--- src/sps_pkg.sv ---
// Package of constants and types for the serial peripheral shifter
package sps_pkg;
   // Byte-wide register map over Wishbone (byte addresses, one word each)
   localparam logic [3:0] ADDR_CTRL = 4'h0;
   localparam logic [3:0] ADDR_STAT = 4'h4;
   localparam logic [3:0] ADDR_DATA = 4'h8;
   localparam logic [3:0] ADDR_PWR = 4'hC;
   // Control register fields
   localparam int CTRL_IRQ_EN = 7;
   localparam int CTRL_ENABLE = 6;
   localparam int CTRL_LSB_FIRST = 5;
   localparam int CTRL_MASTER = 4;
   localparam int CTRL_CPOL = 3;
   localparam int CTRL_CPHA = 2;
   // Status register fields
   localparam int STAT_DONE = 7;
   localparam int STAT_WRITE_COLLISION_FLAG = 6;
   localparam int STAT_DOUBLE = 0;
   // Power register field
   localparam int PWR_REDUCE = 0;
   // Reset values
   localparam logic [7:0] CTRL_RESET = 8'h00;
   localparam logic PWR_RESET = 1'b1;
   // Bits per byte and FIFO shape
   localparam int BYTE_BITS = 8;
   localparam int FIFO_DEPTH = 16;
   localparam int FIFO_WIDTH = 8;
   // Shift engine states
   typedef enum logic [1:0] {SPS_IDLE, SPS_LEAD, SPS_TRAIL} sps_state_t;
endpackage

--- src/sps_fifo.sv ---
// Receive FIFO with registered read data
`timescale 1ns/1ps
`default_nettype none
module sps_fifo #(
   parameter int WIDTH = 8,
   parameter int DEPTH = 16
) (
   // Clock and reset
   input wire logic i_clk,
   input wire logic i_rst_b,
   // Fill side
   input wire logic i_in_valid,
   output logic o_in_ready,
   input wire logic [WIDTH-1:0] i_in_data,
   // Drain side
   output logic o_out_valid,
   input wire logic i_out_ready,
   output logic [WIDTH-1:0] o_out_data
);
   localparam int AW = $clog2(DEPTH);
   logic [WIDTH-1:0] mem [DEPTH];
   logic [AW:0] wr_ptr;
   logic [AW:0] rd_ptr;
   logic [AW:0] count;
   logic push;
   logic pop;

   // Full and empty derived from the pointer distance
   assign count = wr_ptr - rd_ptr;
   // The output register counts as one of the words, so memory stops one short
   assign o_in_ready = !((count == (AW+1)'(DEPTH)) ||
      (o_out_valid && (count == (AW+1)'(DEPTH - 1))));
   assign push = i_in_valid && o_in_ready;
   assign pop = (!o_out_valid || i_out_ready) && (count != '0);

   // Storage write
   always_ff @(posedge i_clk) begin
      if (push) begin
         mem[wr_ptr[AW-1:0]] <= i_in_data;
      end
   end

   // Pointers
   always_ff @(posedge i_clk or negedge i_rst_b) begin
      if (!i_rst_b) begin
         wr_ptr <= '0;
         rd_ptr <= '0;
      end else begin
         if (push) wr_ptr <= wr_ptr + 1'b1;
         if (pop) rd_ptr <= rd_ptr + 1'b1;
      end
   end

   // Output register: one word held until taken
   always_ff @(posedge i_clk or negedge i_rst_b) begin
      if (!i_rst_b) begin
         o_out_valid <= 1'b0;
         o_out_data <= '0;
      end else if (pop) begin
         o_out_valid <= 1'b1;
         o_out_data <= mem[rd_ptr[AW-1:0]];
      end else if (i_out_ready) begin
         o_out_valid <= 1'b0;
      end
   end
endmodule // sps_fifo
`default_nettype wire

--- src/sps_shifter.sv ---
// Serial peripheral shifter: master/slave byte engine with Wishbone registers
`timescale 1ns/1ps
`default_nettype none
module sps_shifter (
   // Clock and reset
   input wire logic I_REF_CLK,
   input wire logic I_RST_B,
   // Wishbone slave
   input wire logic I_WB_CYC,
   input wire logic I_WB_STB,
   input wire logic I_WB_WE,
   input wire logic [3:0] I_WB_ADR,
   input wire logic [3:0] I_WB_SEL,
   input wire logic [31:0] I_WB_DAT,
   output logic [31:0] O_WB_DAT,
   output logic O_WB_ACK,
   // Interrupt request and vector acknowledge
   output logic O_IRQ,
   input wire logic I_IRQ_ACK,
   // SS pin configured as input while master
   input wire logic I_SS_AS_INPUT,
   // SPI pins: output enables are active low
   input wire logic I_SCK,
   output logic O_SCK,
   output logic O_SCK_OE_B,
   input wire logic I_MOSI,
   output logic O_MOSI,
   output logic O_MOSI_OE_B,
   input wire logic I_MISO,
   output logic O_MISO,
   output logic O_MISO_OE_B,
   input wire logic I_SS_B,
   // Receive stream backpressure (drain of receive FIFO)
   output logic O_RX_VALID,
   output logic [7:0] O_RX_DATA,
   input wire logic I_RX_READY
);
   // Pin synchronisers
   logic [1:0] sck_meta;
   logic [1:0] mosi_meta;
   logic [1:0] miso_meta;
   logic [1:0] ss_meta;
   logic sck_s;
   logic sck_d;
   logic ss_s;
   // Registers
   logic [7:0] ctrl;
   logic double_speed;
   logic power_reduce;
   logic done_flag;
   logic write_collision_flag_flag;
   logic stat_seen;
   logic [7:0] rx_buf;
   // Engine
   sps_pkg::sps_state_t state;
   logic [7:0] shreg;
   logic [3:0] bit_cnt;
   logic [6:0] div_cnt;
   logic sample_bit;
   logic busy;
   logic byte_done;
   logic done_raw;
   logic [7:0] rxsh;
   logic [1:0] samp_dly;
   logic [1:0] done_dly;
   logic sample_edge;
   logic setup_edge;
   logic sample_now;
   logic ss_fault;
   // Bus decode
   logic wb_req;
   logic wr_data;
   logic rd_stat;
   logic data_access;
   logic enabled;
   logic is_master;
   logic cpol;
   logic cpha;
   logic lsb_first;
   logic lead_edge;
   logic trail_edge;
   logic tick;
   logic [6:0] half_period;
   logic fifo_ready;
   logic fifo_unused_valid;
   logic [7:0] fifo_unused_data;

   assign enabled = ctrl[sps_pkg::CTRL_ENABLE] && !power_reduce;
   assign is_master = ctrl[sps_pkg::CTRL_MASTER];
   assign cpol = ctrl[sps_pkg::CTRL_CPOL];
   assign cpha = ctrl[sps_pkg::CTRL_CPHA];
   assign lsb_first = ctrl[sps_pkg::CTRL_LSB_FIRST];
   assign wb_req = I_WB_CYC && I_WB_STB && !O_WB_ACK && I_WB_SEL[0];
   assign wr_data = wb_req && I_WB_WE && (I_WB_ADR == sps_pkg::ADDR_DATA);
   assign rd_stat = wb_req && !I_WB_WE && (I_WB_ADR == sps_pkg::ADDR_STAT);
   assign data_access = wb_req && (I_WB_ADR == sps_pkg::ADDR_DATA);
   assign busy = (state != sps_pkg::SPS_IDLE);

   // Two flops on every pin before use
   always_ff @(posedge I_REF_CLK or negedge I_RST_B) begin
      if (!I_RST_B) begin
         sck_meta <= 2'h0;
         mosi_meta <= 2'h0;
         miso_meta <= 2'h0;
         ss_meta <= 2'h3;
         sck_d <= 1'b0;
      end else begin
         sck_meta <= {sck_meta[0], I_SCK};
         mosi_meta <= {mosi_meta[0], I_MOSI};
         miso_meta <= {miso_meta[0], I_MISO};
         ss_meta <= {ss_meta[0], I_SS_B};
         sck_d <= sck_meta[1];
      end
   end
   assign sck_s = sck_meta[1];
   assign ss_s = ss_meta[1];

   // Master SS fault: SS as input pulled low while master
   assign ss_fault = enabled && is_master && I_SS_AS_INPUT && !ss_s;

   // Master rate: half period in clocks from rate bits and double speed
   always_comb begin
      case ({double_speed, ctrl[1:0]})
         3'h0: half_period = 7'h02;
         3'h1: half_period = 7'h08;
         3'h2: half_period = 7'h20;
         3'h3: half_period = 7'h40;
         3'h4: half_period = 7'h01;
         3'h5: half_period = 7'h04;
         3'h6: half_period = 7'h10;
         default: half_period = 7'h20;
      endcase
   end

   // Edge detect: generated in master, sampled from SCK in slave
   // Slave edges rely on the far master keeping each SCK level over 2 clocks
   assign tick = (div_cnt == half_period - 7'h01);
   always_comb begin
      if (is_master) begin
         lead_edge = tick && (state == sps_pkg::SPS_LEAD);
         trail_edge = tick && (state == sps_pkg::SPS_TRAIL);
      end else begin
         lead_edge = !ss_s && (sck_s != sck_d) && (sck_s != cpol);
         trail_edge = !ss_s && (sck_s != sck_d) && (sck_s == cpol);
      end
   end
   assign sample_bit = is_master ? miso_meta[1] : mosi_meta[1];
   assign sample_edge = cpha ? trail_edge : lead_edge;
   assign setup_edge = cpha ? lead_edge : trail_edge;

   // Clock divider runs only while a master byte is in flight
   always_ff @(posedge I_REF_CLK or negedge I_RST_B) begin
      if (!I_RST_B) begin
         div_cnt <= 7'h00;
      end else if (!is_master || !busy || tick) begin
         div_cnt <= 7'h00;
      end else begin
         div_cnt <= div_cnt + 7'h01;
      end
   end

   // Shift engine
   always_ff @(posedge I_REF_CLK or negedge I_RST_B) begin
      if (!I_RST_B) begin
         state <= sps_pkg::SPS_IDLE;
         shreg <= 8'h00;
         bit_cnt <= 4'h0;
         done_raw <= 1'b0;
      end else begin
         done_raw <= 1'b0;
         if (!enabled || ss_fault || (!is_master && ss_s)) begin
            state <= sps_pkg::SPS_IDLE;
            bit_cnt <= 4'h0;
            if (wr_data) shreg <= I_WB_DAT[7:0];
         end else if (wr_data && !busy) begin
            shreg <= I_WB_DAT[7:0];
            bit_cnt <= 4'h0;
            if (is_master) state <= sps_pkg::SPS_LEAD;
         end else begin
            if (!is_master && state == sps_pkg::SPS_IDLE && lead_edge) begin
               state <= sps_pkg::SPS_TRAIL;
            end
            if (is_master && lead_edge) state <= sps_pkg::SPS_TRAIL;
            // Outgoing bits move on the setup edge; with CPHA one the first bit shows unshifted
            if (setup_edge && (!cpha || bit_cnt != 4'h0)) begin
               if (lsb_first) shreg <= {1'b0, shreg[7:1]};
               else shreg <= {shreg[6:0], 1'b0};
            end
            if (sample_edge) bit_cnt <= bit_cnt + 4'h1;
            if (trail_edge && bit_cnt == 4'(sps_pkg::BYTE_BITS - (cpha ? 1 : 0))) begin
               state <= sps_pkg::SPS_IDLE;
               done_raw <= 1'b1;
            end else if (is_master && trail_edge) begin
               state <= sps_pkg::SPS_LEAD;
            end else if (!is_master && trail_edge && bit_cnt == 4'(sps_pkg::BYTE_BITS)) begin
               state <= sps_pkg::SPS_IDLE;
            end
         end
      end
   end

   // Master samples MISO two clocks late so the synchroniser has caught up;
   // done is held back two clocks so the last late bit reaches the buffer
   always_ff @(posedge I_REF_CLK or negedge I_RST_B) begin
      if (!I_RST_B) begin
         samp_dly <= 2'h0;
         done_dly <= 2'h0;
      end else begin
         samp_dly <= {samp_dly[0], is_master && sample_edge};
         done_dly <= {done_dly[0], is_master && done_raw};
      end
   end
   assign byte_done = done_dly[1] || (done_raw && !is_master);
   assign sample_now = is_master ? samp_dly[1] : sample_edge;

   // Receive shifter, apart from the transmit one so late samples cannot disturb MOSI
   always_ff @(posedge I_REF_CLK or negedge I_RST_B) begin
      if (!I_RST_B) begin
         rxsh <= 8'h00;
      end else if (sample_now) begin
         if (lsb_first) rxsh <= {sample_bit, rxsh[7:1]};
         else rxsh <= {rxsh[6:0], sample_bit};
      end
   end

   // Receive buffer: newest byte overwrites an unread one
   always_ff @(posedge I_REF_CLK or negedge I_RST_B) begin
      if (!I_RST_B) begin
         rx_buf <= 8'h00;
      end else if (byte_done) begin
         rx_buf <= rxsh;
      end
   end

   // Control, power and speed registers; master bit drops on SS fault
   always_ff @(posedge I_REF_CLK or negedge I_RST_B) begin
      if (!I_RST_B) begin
         ctrl <= sps_pkg::CTRL_RESET;
         power_reduce <= sps_pkg::PWR_RESET;
         double_speed <= 1'b0;
      end else begin
         if (wb_req && I_WB_WE && I_WB_ADR == sps_pkg::ADDR_CTRL) ctrl <= I_WB_DAT[7:0];
         if (wb_req && I_WB_WE && I_WB_ADR == sps_pkg::ADDR_PWR) begin
            power_reduce <= I_WB_DAT[sps_pkg::PWR_REDUCE];
         end
         if (wb_req && I_WB_WE && I_WB_ADR == sps_pkg::ADDR_STAT) begin
            double_speed <= I_WB_DAT[sps_pkg::STAT_DOUBLE];
         end
         if (ss_fault) ctrl[sps_pkg::CTRL_MASTER] <= 1'b0;
      end
   end

   // Done and collision flags; a new event wins over a clear
   always_ff @(posedge I_REF_CLK or negedge I_RST_B) begin
      if (!I_RST_B) begin
         done_flag <= 1'b0;
         write_collision_flag_flag <= 1'b0;
         stat_seen <= 1'b0;
      end else begin
         if (rd_stat) begin
            stat_seen <= done_flag || write_collision_flag_flag;
         end else if (data_access) begin
            stat_seen <= 1'b0;
         end
         if (byte_done || ss_fault) begin
            done_flag <= 1'b1;
         end else if (I_IRQ_ACK || (data_access && stat_seen)) begin
            done_flag <= 1'b0;
         end
         if (wr_data && busy) begin
            write_collision_flag_flag <= 1'b1;
         end else if (data_access && stat_seen) begin
            write_collision_flag_flag <= 1'b0;
         end
      end
   end

   // Bus answer one cycle after the request; unmapped reads give zero
   always_ff @(posedge I_REF_CLK or negedge I_RST_B) begin
      if (!I_RST_B) begin
         O_WB_ACK <= 1'b0;
         O_WB_DAT <= 32'h00000000;
      end else begin
         O_WB_ACK <= I_WB_CYC && I_WB_STB && !O_WB_ACK;
         case (I_WB_ADR)
            sps_pkg::ADDR_CTRL: O_WB_DAT <= {24'h000000, ctrl};
            sps_pkg::ADDR_STAT: O_WB_DAT <= {24'h000000, done_flag, write_collision_flag_flag, 5'h00, double_speed};
            sps_pkg::ADDR_DATA: O_WB_DAT <= {24'h000000, rx_buf};
            sps_pkg::ADDR_PWR: O_WB_DAT <= {31'h00000000, power_reduce};
            default: O_WB_DAT <= 32'h00000000;
         endcase
      end
   end

   // Interrupt output
   always_ff @(posedge I_REF_CLK or negedge I_RST_B) begin
      if (!I_RST_B) begin
         O_IRQ <= 1'b0;
      end else begin
         O_IRQ <= done_flag && ctrl[sps_pkg::CTRL_IRQ_EN] && enabled;
      end
   end

   // Pin drive: outputs come from flops; SS is never driven here
   always_ff @(posedge I_REF_CLK or negedge I_RST_B) begin
      if (!I_RST_B) begin
         O_SCK <= 1'b0;
         O_SCK_OE_B <= 1'b1;
         O_MOSI <= 1'b0;
         O_MOSI_OE_B <= 1'b1;
         O_MISO <= 1'b0;
         O_MISO_OE_B <= 1'b1;
      end else begin
         O_SCK <= (state == sps_pkg::SPS_TRAIL) ? !cpol : cpol;
         O_SCK_OE_B <= !(enabled && is_master);
         O_MOSI <= lsb_first ? shreg[0] : shreg[7];
         O_MOSI_OE_B <= !(enabled && is_master);
         O_MISO <= lsb_first ? shreg[0] : shreg[7];
         O_MISO_OE_B <= !(enabled && !is_master && !ss_s);
      end
   end

   // Each completed byte is also streamed through a FIFO, which drops it when full
   sps_fifo #(
      .WIDTH(sps_pkg::FIFO_WIDTH),
      .DEPTH(sps_pkg::FIFO_DEPTH)
   ) u_rx_fifo (
      .i_clk(I_REF_CLK),
      .i_rst_b(I_RST_B),
      .i_in_valid(byte_done),
      .o_in_ready(fifo_ready),
      .i_in_data(rxsh),
      .o_out_valid(fifo_unused_valid),
      .i_out_ready(I_RX_READY),
      .o_out_data(fifo_unused_data)
   );

   // Stream outputs mirror the FIFO output register
   assign O_RX_VALID = fifo_unused_valid;
   assign O_RX_DATA = fifo_unused_data;
endmodule // sps_shifter
`default_nettype wire

--- config.mk ---
export PLATFORM = sky130hd
export DESIGN_NAME = sps_shifter
export DESIGN_NICKNAME = d
export VERILOG_FILES = /design/src/sps_pkg.sv /design/src/sps_fifo.sv /design/src/sps_shifter.sv
export SDC_FILE = /design/constraint.sdc
export NUM_CORES = 1
export LEC_CHECK = 0
export BUFFER_PORTS_ARGS = -buffer_cell sky130_fd_sc_hd__buf_2
export CAP_MARGIN = 5
export CELL_PAD_IN_SITES_DETAIL_PLACEMENT = 1
export CELL_PAD_IN_SITES_GLOBAL_PLACEMENT = 2
export CORE_ASPECT_RATIO = 0.7
export CORE_MARGIN = 10
export CORE_UTILIZATION = 30
export CTS_BUF_LIST = sky130_fd_sc_hd__clkbuf_16
export CTS_CLUSTER_SIZE = 30
export DETAILED_ROUTE_END_ITERATION = 7
export GPL_ROUTABILITY_DRIVEN = 0
export PLACE_DENSITY = 0.69
export SYNTH_ARGS = -nofsm -noshare
export SYNTH_HDL_FRONTEND = slang
export SYNTH_SLANG_ARGS = --single-unit
--- constraint.sdc ---
create_clock -name I_REF_CLK -period 4.2 [get_ports I_REF_CLK]
set_input_delay 0.21 -clock I_REF_CLK [delete_from_list [all_inputs] [get_ports I_REF_CLK]]
set_output_delay 0.21 -clock I_REF_CLK [all_outputs]
set_load 0.005 [all_outputs]
======== Yosys cells after proc, flatten, opt, wreduce, memory -nomap -nowiden ========
Memory sizes are Yosys's and may differ from the RTL's. A register that Yosys moved wholly into a read port is not among the register bits.
Index checks and enable logic that the tools add are counted.
storage, ports and cells
  output and inout bits ................... 49
  bits of input ports ..................... 52
  latch bits .............................. 0
  ROM bits ................................ 0
  RAM bits ................................ 128
  bits in registers ....................... 113
  memories ................................ 1
operators by class
  $add $sub $neg .......................... 7
  multiplexer cells ....................... 44
  $lt $le $gt $ge ......................... 0
  bitwise operators ....................... 0
  div/mod/pow operators ................... 0
  reduce and logical (&&, ||, !) cells .... 83
  shift-type cells ........................ 0
  multipliers ............................. 0
  equal/unequal tests ..................... 20
memories
  name           depth  bits a word  rd ports  clocked after Yosys merged registers in  write ports  line            RTL
  u_rx_fifo.mem  16     8            1         1                                        1            sps_fifo.sv:21  logic [WIDTH-1:0] mem [DEPTH];
operators with widths
  cell                   number
  $mux W8                6
  $logic_and A1 B1 Y1    42
  $pmux W7 S6            1
  $pmux W8 S4            1
  $mux W1                23
  $mux W2                8
  $logic_not A1 Y1       14
  $eq A4 B4 Y1 const B   3
  $mux W4                3
  $reduce_bool A2 Y1     6
  $logic_or A1 B1 Y1     11
  $add A5 B1 Y5 const B  2
  $eq A3 B3 Y1 const B   3
  $add A7 B1 Y7 const B  1
  $eq A7 B7 Y1           1
  $mux W7                1
  $reduce_bool A7 Y1     1
  $sub A7 B1 Y7 const B  1
  $reduce_bool A3 Y1     2
  $eq A5 B4 Y1 const B   1
  $eq A5 B5 Y1 const B   1
  $mux W5                1
  $reduce_bool A5 Y1     1
  $sub A5 B5 Y5          1
  17 further kinds       19

======== Longest topological paths before layout ========
  depth in word-level cells ............... 14
  mapped depth ............................ 13

======== Modules after synthesis ========
Synthesis repeated with hierarchy kept, for this count alone.
unflattened totals
  cell total of the unflattened synthesis .. 655
  area, all modules ....................... 9929.5 um^2
modules (own cells, without submodules)
  module       sequential area each (um^2)  area an instance (um^2)  cells an instance  times used
  sps_fifo     4319.1                       6054.6                   290                1
  sps_shifter  1958.1                       3875.0                   365                1

======== Least setup slack after synthesis ========
Ideal clock, no wire load.
  kind .................................... reg2reg
  start ................................... reg u_rx_fifo.rd_ptr[1]
  end ..................................... mem u_rx_fifo.mem[3][0] (enable)
  slack ................................... 480 ps
  period minus slack after synthesis ...... 3720 ps
  stages on the path, launching flop included .. 12
  path buffers ............................ 2
  data required time ...................... 3817 ps
  library setup time ...................... 383 ps
  arrival time ............................ 3336 ps
  cells stage by stage .................... dfrtp_1 -> clkbuf_1 -> clkbuf_1 -> inv_1 -> fa_1 -> a21o_1 -> a21oi_1 -> xnor2_1 -> nor3_1 -> a211oi_2 -> nand2_1 -> nor3_1
on the way
  word-level cells in the longest chain between the ends .. 8
  elaborated cells on any way between the ends .. 9
  those cells by class .................... add/sub: 1; eq/ne: 2; mux: 2; reduce/logical: 4
RTL lines
  item                               line            RTL
  start, declared                    sps_fifo.sv:23  logic [AW:0] rd_ptr;
  start signal, assigned             sps_fifo.sv:50  if (pop) rd_ptr <= rd_ptr + 1'b1;
  $sub A5 B5 Y5 (*)                  sps_fifo.sv:29  assign count = wr_ptr - rd_ptr;
  $eq A5 B4 Y1                       sps_fifo.sv:32  (o_out_valid && (count == (AW+1)'(DEPTH - 1))));
  $logic_and A1 B1 Y1                sps_fifo.sv:32
  $logic_or A1 B1 Y1 (*)             sps_fifo.sv:31  assign o_in_ready = !((count == (AW+1)'(DEPTH)) ||
  $logic_not A1 Y1 (*)               sps_fifo.sv:31
  $logic_and A1 B1 Y1 (*)            sps_fifo.sv:33  assign push = i_in_valid && o_in_ready;
  $mux W1 (*)                        sps_fifo.sv:38  if (push) begin
  $mux W1 (implied by the code) (*)  sps_fifo.sv:39  mem[wr_ptr[AW-1:0]] <= i_in_data;
  end, declared                      sps_fifo.sv:21
Every way passes the cells marked *; elsewhere a longest branch is shown, timed or not.

======== Worst setup path after layout ========
  start ................................... reg u_rx_fifo.wr_ptr[0]
  end ..................................... mem u_rx_fifo.mem[15][4] (enable)
on the way
  word-level cells in the longest chain between the ends .. 8
  elaborated cells on any way between the ends .. 9
  those cells by class .................... add/sub: 1; eq/ne: 2; mux: 2; reduce/logical: 4
RTL lines
  item                           line            RTL
  start, declared                sps_fifo.sv:22  logic [AW:0] wr_ptr;
  start signal, assigned         sps_fifo.sv:49  if (push) wr_ptr <= wr_ptr + 1'b1;
  $sub A5 B5 Y5                  sps_fifo.sv:29
  $eq A5 B4 Y1                   sps_fifo.sv:32
  $logic_and A1 B1 Y1            sps_fifo.sv:32
  $logic_or A1 B1 Y1             sps_fifo.sv:31
  $logic_not A1 Y1               sps_fifo.sv:31
  $logic_and A1 B1 Y1            sps_fifo.sv:33
  $mux W1                        sps_fifo.sv:38
  $mux W1 (implied by the code)  sps_fifo.sv:39
Several ways; a longest one is shown, not always the timed one.

==> results.toml <==
[run_status]
status = "complete, no violations"

[cells_and_area]
drive_above_1_share_pct = 26.4
num_antenna_cells = 0
final_area_um2 = 11500
utilization_pct = 35.4
nFillCells = 3352
layout.nets = 802
area_growth_pct = 16.2

[floorplan]
die_width_um = 237
die_h_um = 172
initial_core_util_pct = 30.5
io_pins = 101
coreArea_um2 = 32400
die_area_um2 = 40700
row_count = 55

[cts]
clk_path_buf_depth = 3
cts_hold_buf = 19
clock_latency_ns = 0.52
clkTransAtPathRegs_ns = 0.06
cts_resized = 0
cts_tree = "yes"
h-tree-depth = 1
cts_made_buffers = 24
cts_sinks = 225
root_buffer = "clkbuf_16"
cts_setup_buffers = 0

[logic_synthesis]
synthArstFlopShare_pct = 43.1
synth_top_area_share_pct = 38.9
synth-edff-count = 128
ys_warn_count = 0
synth_ff_type = "edfxtp_1"
syn_area_per_cell_um2 = 15.1
netlist_area_um2 = 9880
synth_area_leaders = "edfxtp_1, dfrtp_1, mux4_2, mux2_2, mux2i_1"
yosysSeqAreaShare_pct = 63.5
yosysTopAreaCell = "edfxtp_1"
postSynthCellCount = 653
ys_ff_latch = 225
synth.distinct_cells = 65

[timing]
finalHoldViolCount = 0
finalCriticalPeriod_ns = 3.53
tightest_slew_ns = 1.02
relSlewSlack_pct = 32.2
timing.final.crit_share_pct = 84.1
fin_setup_tns_ns = 0
rsz0062_at_grt = "no"
drv_slew = 0
setup_violations = 0
finClkSkew_ns = 0.0171
fmax_mhz = 283

[routing]
drtIter0Drc = 320
drt-wirelength-per-cell_um = 19.0
vias = 5493
ant_nets = 0
drc = 0
via_per_inst = 4.65
first_pass_iters = 4
routed_wl_um = 22400

[global_route]
grt_max_degree = 68
first_global_vias = 5848
grt_usage_pct = 11.1
grt_pass1_wl_um = 36000
met2_usage_pct = 16.6
grt_overflow = 0
grt_util_met1_pct = 16.5
busiest_layer = "met2"
grt.met3_usage_pct = 1.73
antenna_found_initial = 0

[power]
p_leak_uw = 0.00436
ir_drop_mv = 0.343
p_total_uw = 6200
pwr_density_cell_nw_per_um2 = 540

[critical_path]
crit_type = "reg -> reg"
startpoint_type = "register"
arrival_ns = 3.67
end_kind = "register"
path_max_fanout = 9
cp_data_required_time_ns = 4.34

[min_path]
hold_class = "in -> reg"

[placement]
portBuffers = 49
hpwl_um = 15000
postPlaceCellArea_um2 = 10500

[job]
drv_cap = 0
==> synth_stat cells, drive strengths merged, types with 4 or more instances <==
master,instances
nor2b,5
edfxtp,128
a21oi,17
nor2,51
dfrtp,92
nand2,43
ha,13
mux2i,29
nand4,7
mux4,41
buf,35
dfstp,5
xnor2,13
clkbuf,20
nand3,6
inv,19
and2,4
mux2,32
xor2,9
nor3,14
o21ai,22
==> final timing paths <==
path	start	end	slack (ns)	depth (start not counted)
max reg2reg	u_rx_fifo.wr_ptr[0]	u_rx_fifo.mem[15][4]	0.67	10
max in group asynchronous	I_RST_B	u_rx_fifo.rd_ptr[0]	2.80	3
max	u_rx_fifo.wr_ptr[0]	u_rx_fifo.mem[15][4]	0.67	10
min in group asynchronous	I_RST_B	shreg[5]	0.36	2
min reg2reg	mosi_meta[0]	mosi_meta[1]	0.35	0
min	I_WB_DAT[6]	ctrl[6]	0.02	2
==> metrics by stage <==
stage	setup slack, ns	std cells	hold slack (ns)
after global placement	0.735	1118	0.317
after CTS	0.663	1181	0.00116
after detailed placement	0.697	1118	0.324
final	0.668	1181	0.0194
after global routing	0.378	1181	0.0229
after floorplan	0.480	676	-0.0856
==> state kept, by name, indices dropped and copies added, names as in the netlist, 2 cells and up <==
register              cells
bit_cnt                   4
u_rx_fifo.o_out_data      8
ss_meta                   2
div_cnt                   7
samp_dly                  2
u_rx_fifo.wr_ptr          5
rx_buf                    8
miso_meta                 2
u_rx_fifo.rd_ptr          5
O_WB_DAT                  8
state                     2
shreg                     8
ctrl                      8
done_dly                  2
mosi_meta                 2
sck_meta                  2
u_rx_fifo.mem           128
rxsh                      8
==> where the power goes <==
part	internal [µW]	switching (µW)	leakage (µW)
registers	2640	274	0.00236
clock network	1140	861	0.000371
logic	687	604	0.00163
==> layout by cell type (no fill, tap or decap), types with 4 or more instances in the layout <==
cell type,n
mux2_2,25
clkinv_1,6
clkinvlp_4,4
nand2_1,43
buf_4,23
mux4_2,41
xnor2_1,13
dfstp_2,5
dfrtp_1,91
nand4_1,7
dlygate4sd3_1,19
nand3_1,6
nor2_1,50
a21oi_1,17
and2_1,4
clkbuf_16,25
o21ai_0,19
nor3_1,13
ha_1,13
mux2i_1,28
edfxtp_1,128
conb_1,24
xor2_1,9
nor2b_1,4
buf_2,48
inv_1,23
mux2_4,7
==> layer usage <==
layer  vias to the layer above  share of wire (%)
met2                        95                 43
met3                        31                4.6
met5                         -                  0
met4                         0                2.1
li1                       2536                  -
met1                      2831                 50
==> cells by family (layout without fill, tap and decap cells) <==
kind of cell | count (synthesis) | after routing | synth area share, %
flip-flops | 225 | 225 | 63.5
AND/OR/NAND/NOR | 153 | 153 | 7.48
multiplexers | 102 | 102 | 16.3
buffers and inverters | 75 | 153 | 4.44
AO/OA/AOI/OAI | 61 | 61 | 4.39
XOR/XNOR | 22 | 22 | 1.95
adder cells (fa/ha/maj) | 14 | 14 | 1.85
other | 1 | 24 | 0.0379
==> cell type report <==
| type | instances | area (µm²) | area share (%) |
|---|---|---|---|
| repair buffers | 90 | 603 | 5.25 |
| multi-input cells | 376 | 3250 | 28.3 |
| inverters | 19 | 71.3 | 0.621 |
| clock inverters | 19 | 116 | 1.01 |
| flip-flops and latches | 225 | 6280 | 54.7 |
| well taps | 427 | 534 | 4.65 |
| clock buffers | 25 | 626 | 5.45 |
==> critical path: stages, from the launching register on <==
cell and delay [ns]:
dfrtp_1 0.42, inv_1 0.17, ha_1 0.17, inv_1 0.06
fa_1 0.40, a21o_1 0.19, a21oi_1 0.18, xnor2_1 0.22
nor3_1 0.12, a211oi_2 0.56, and4_1 0.69
Power figures use the tool's default switching activity.
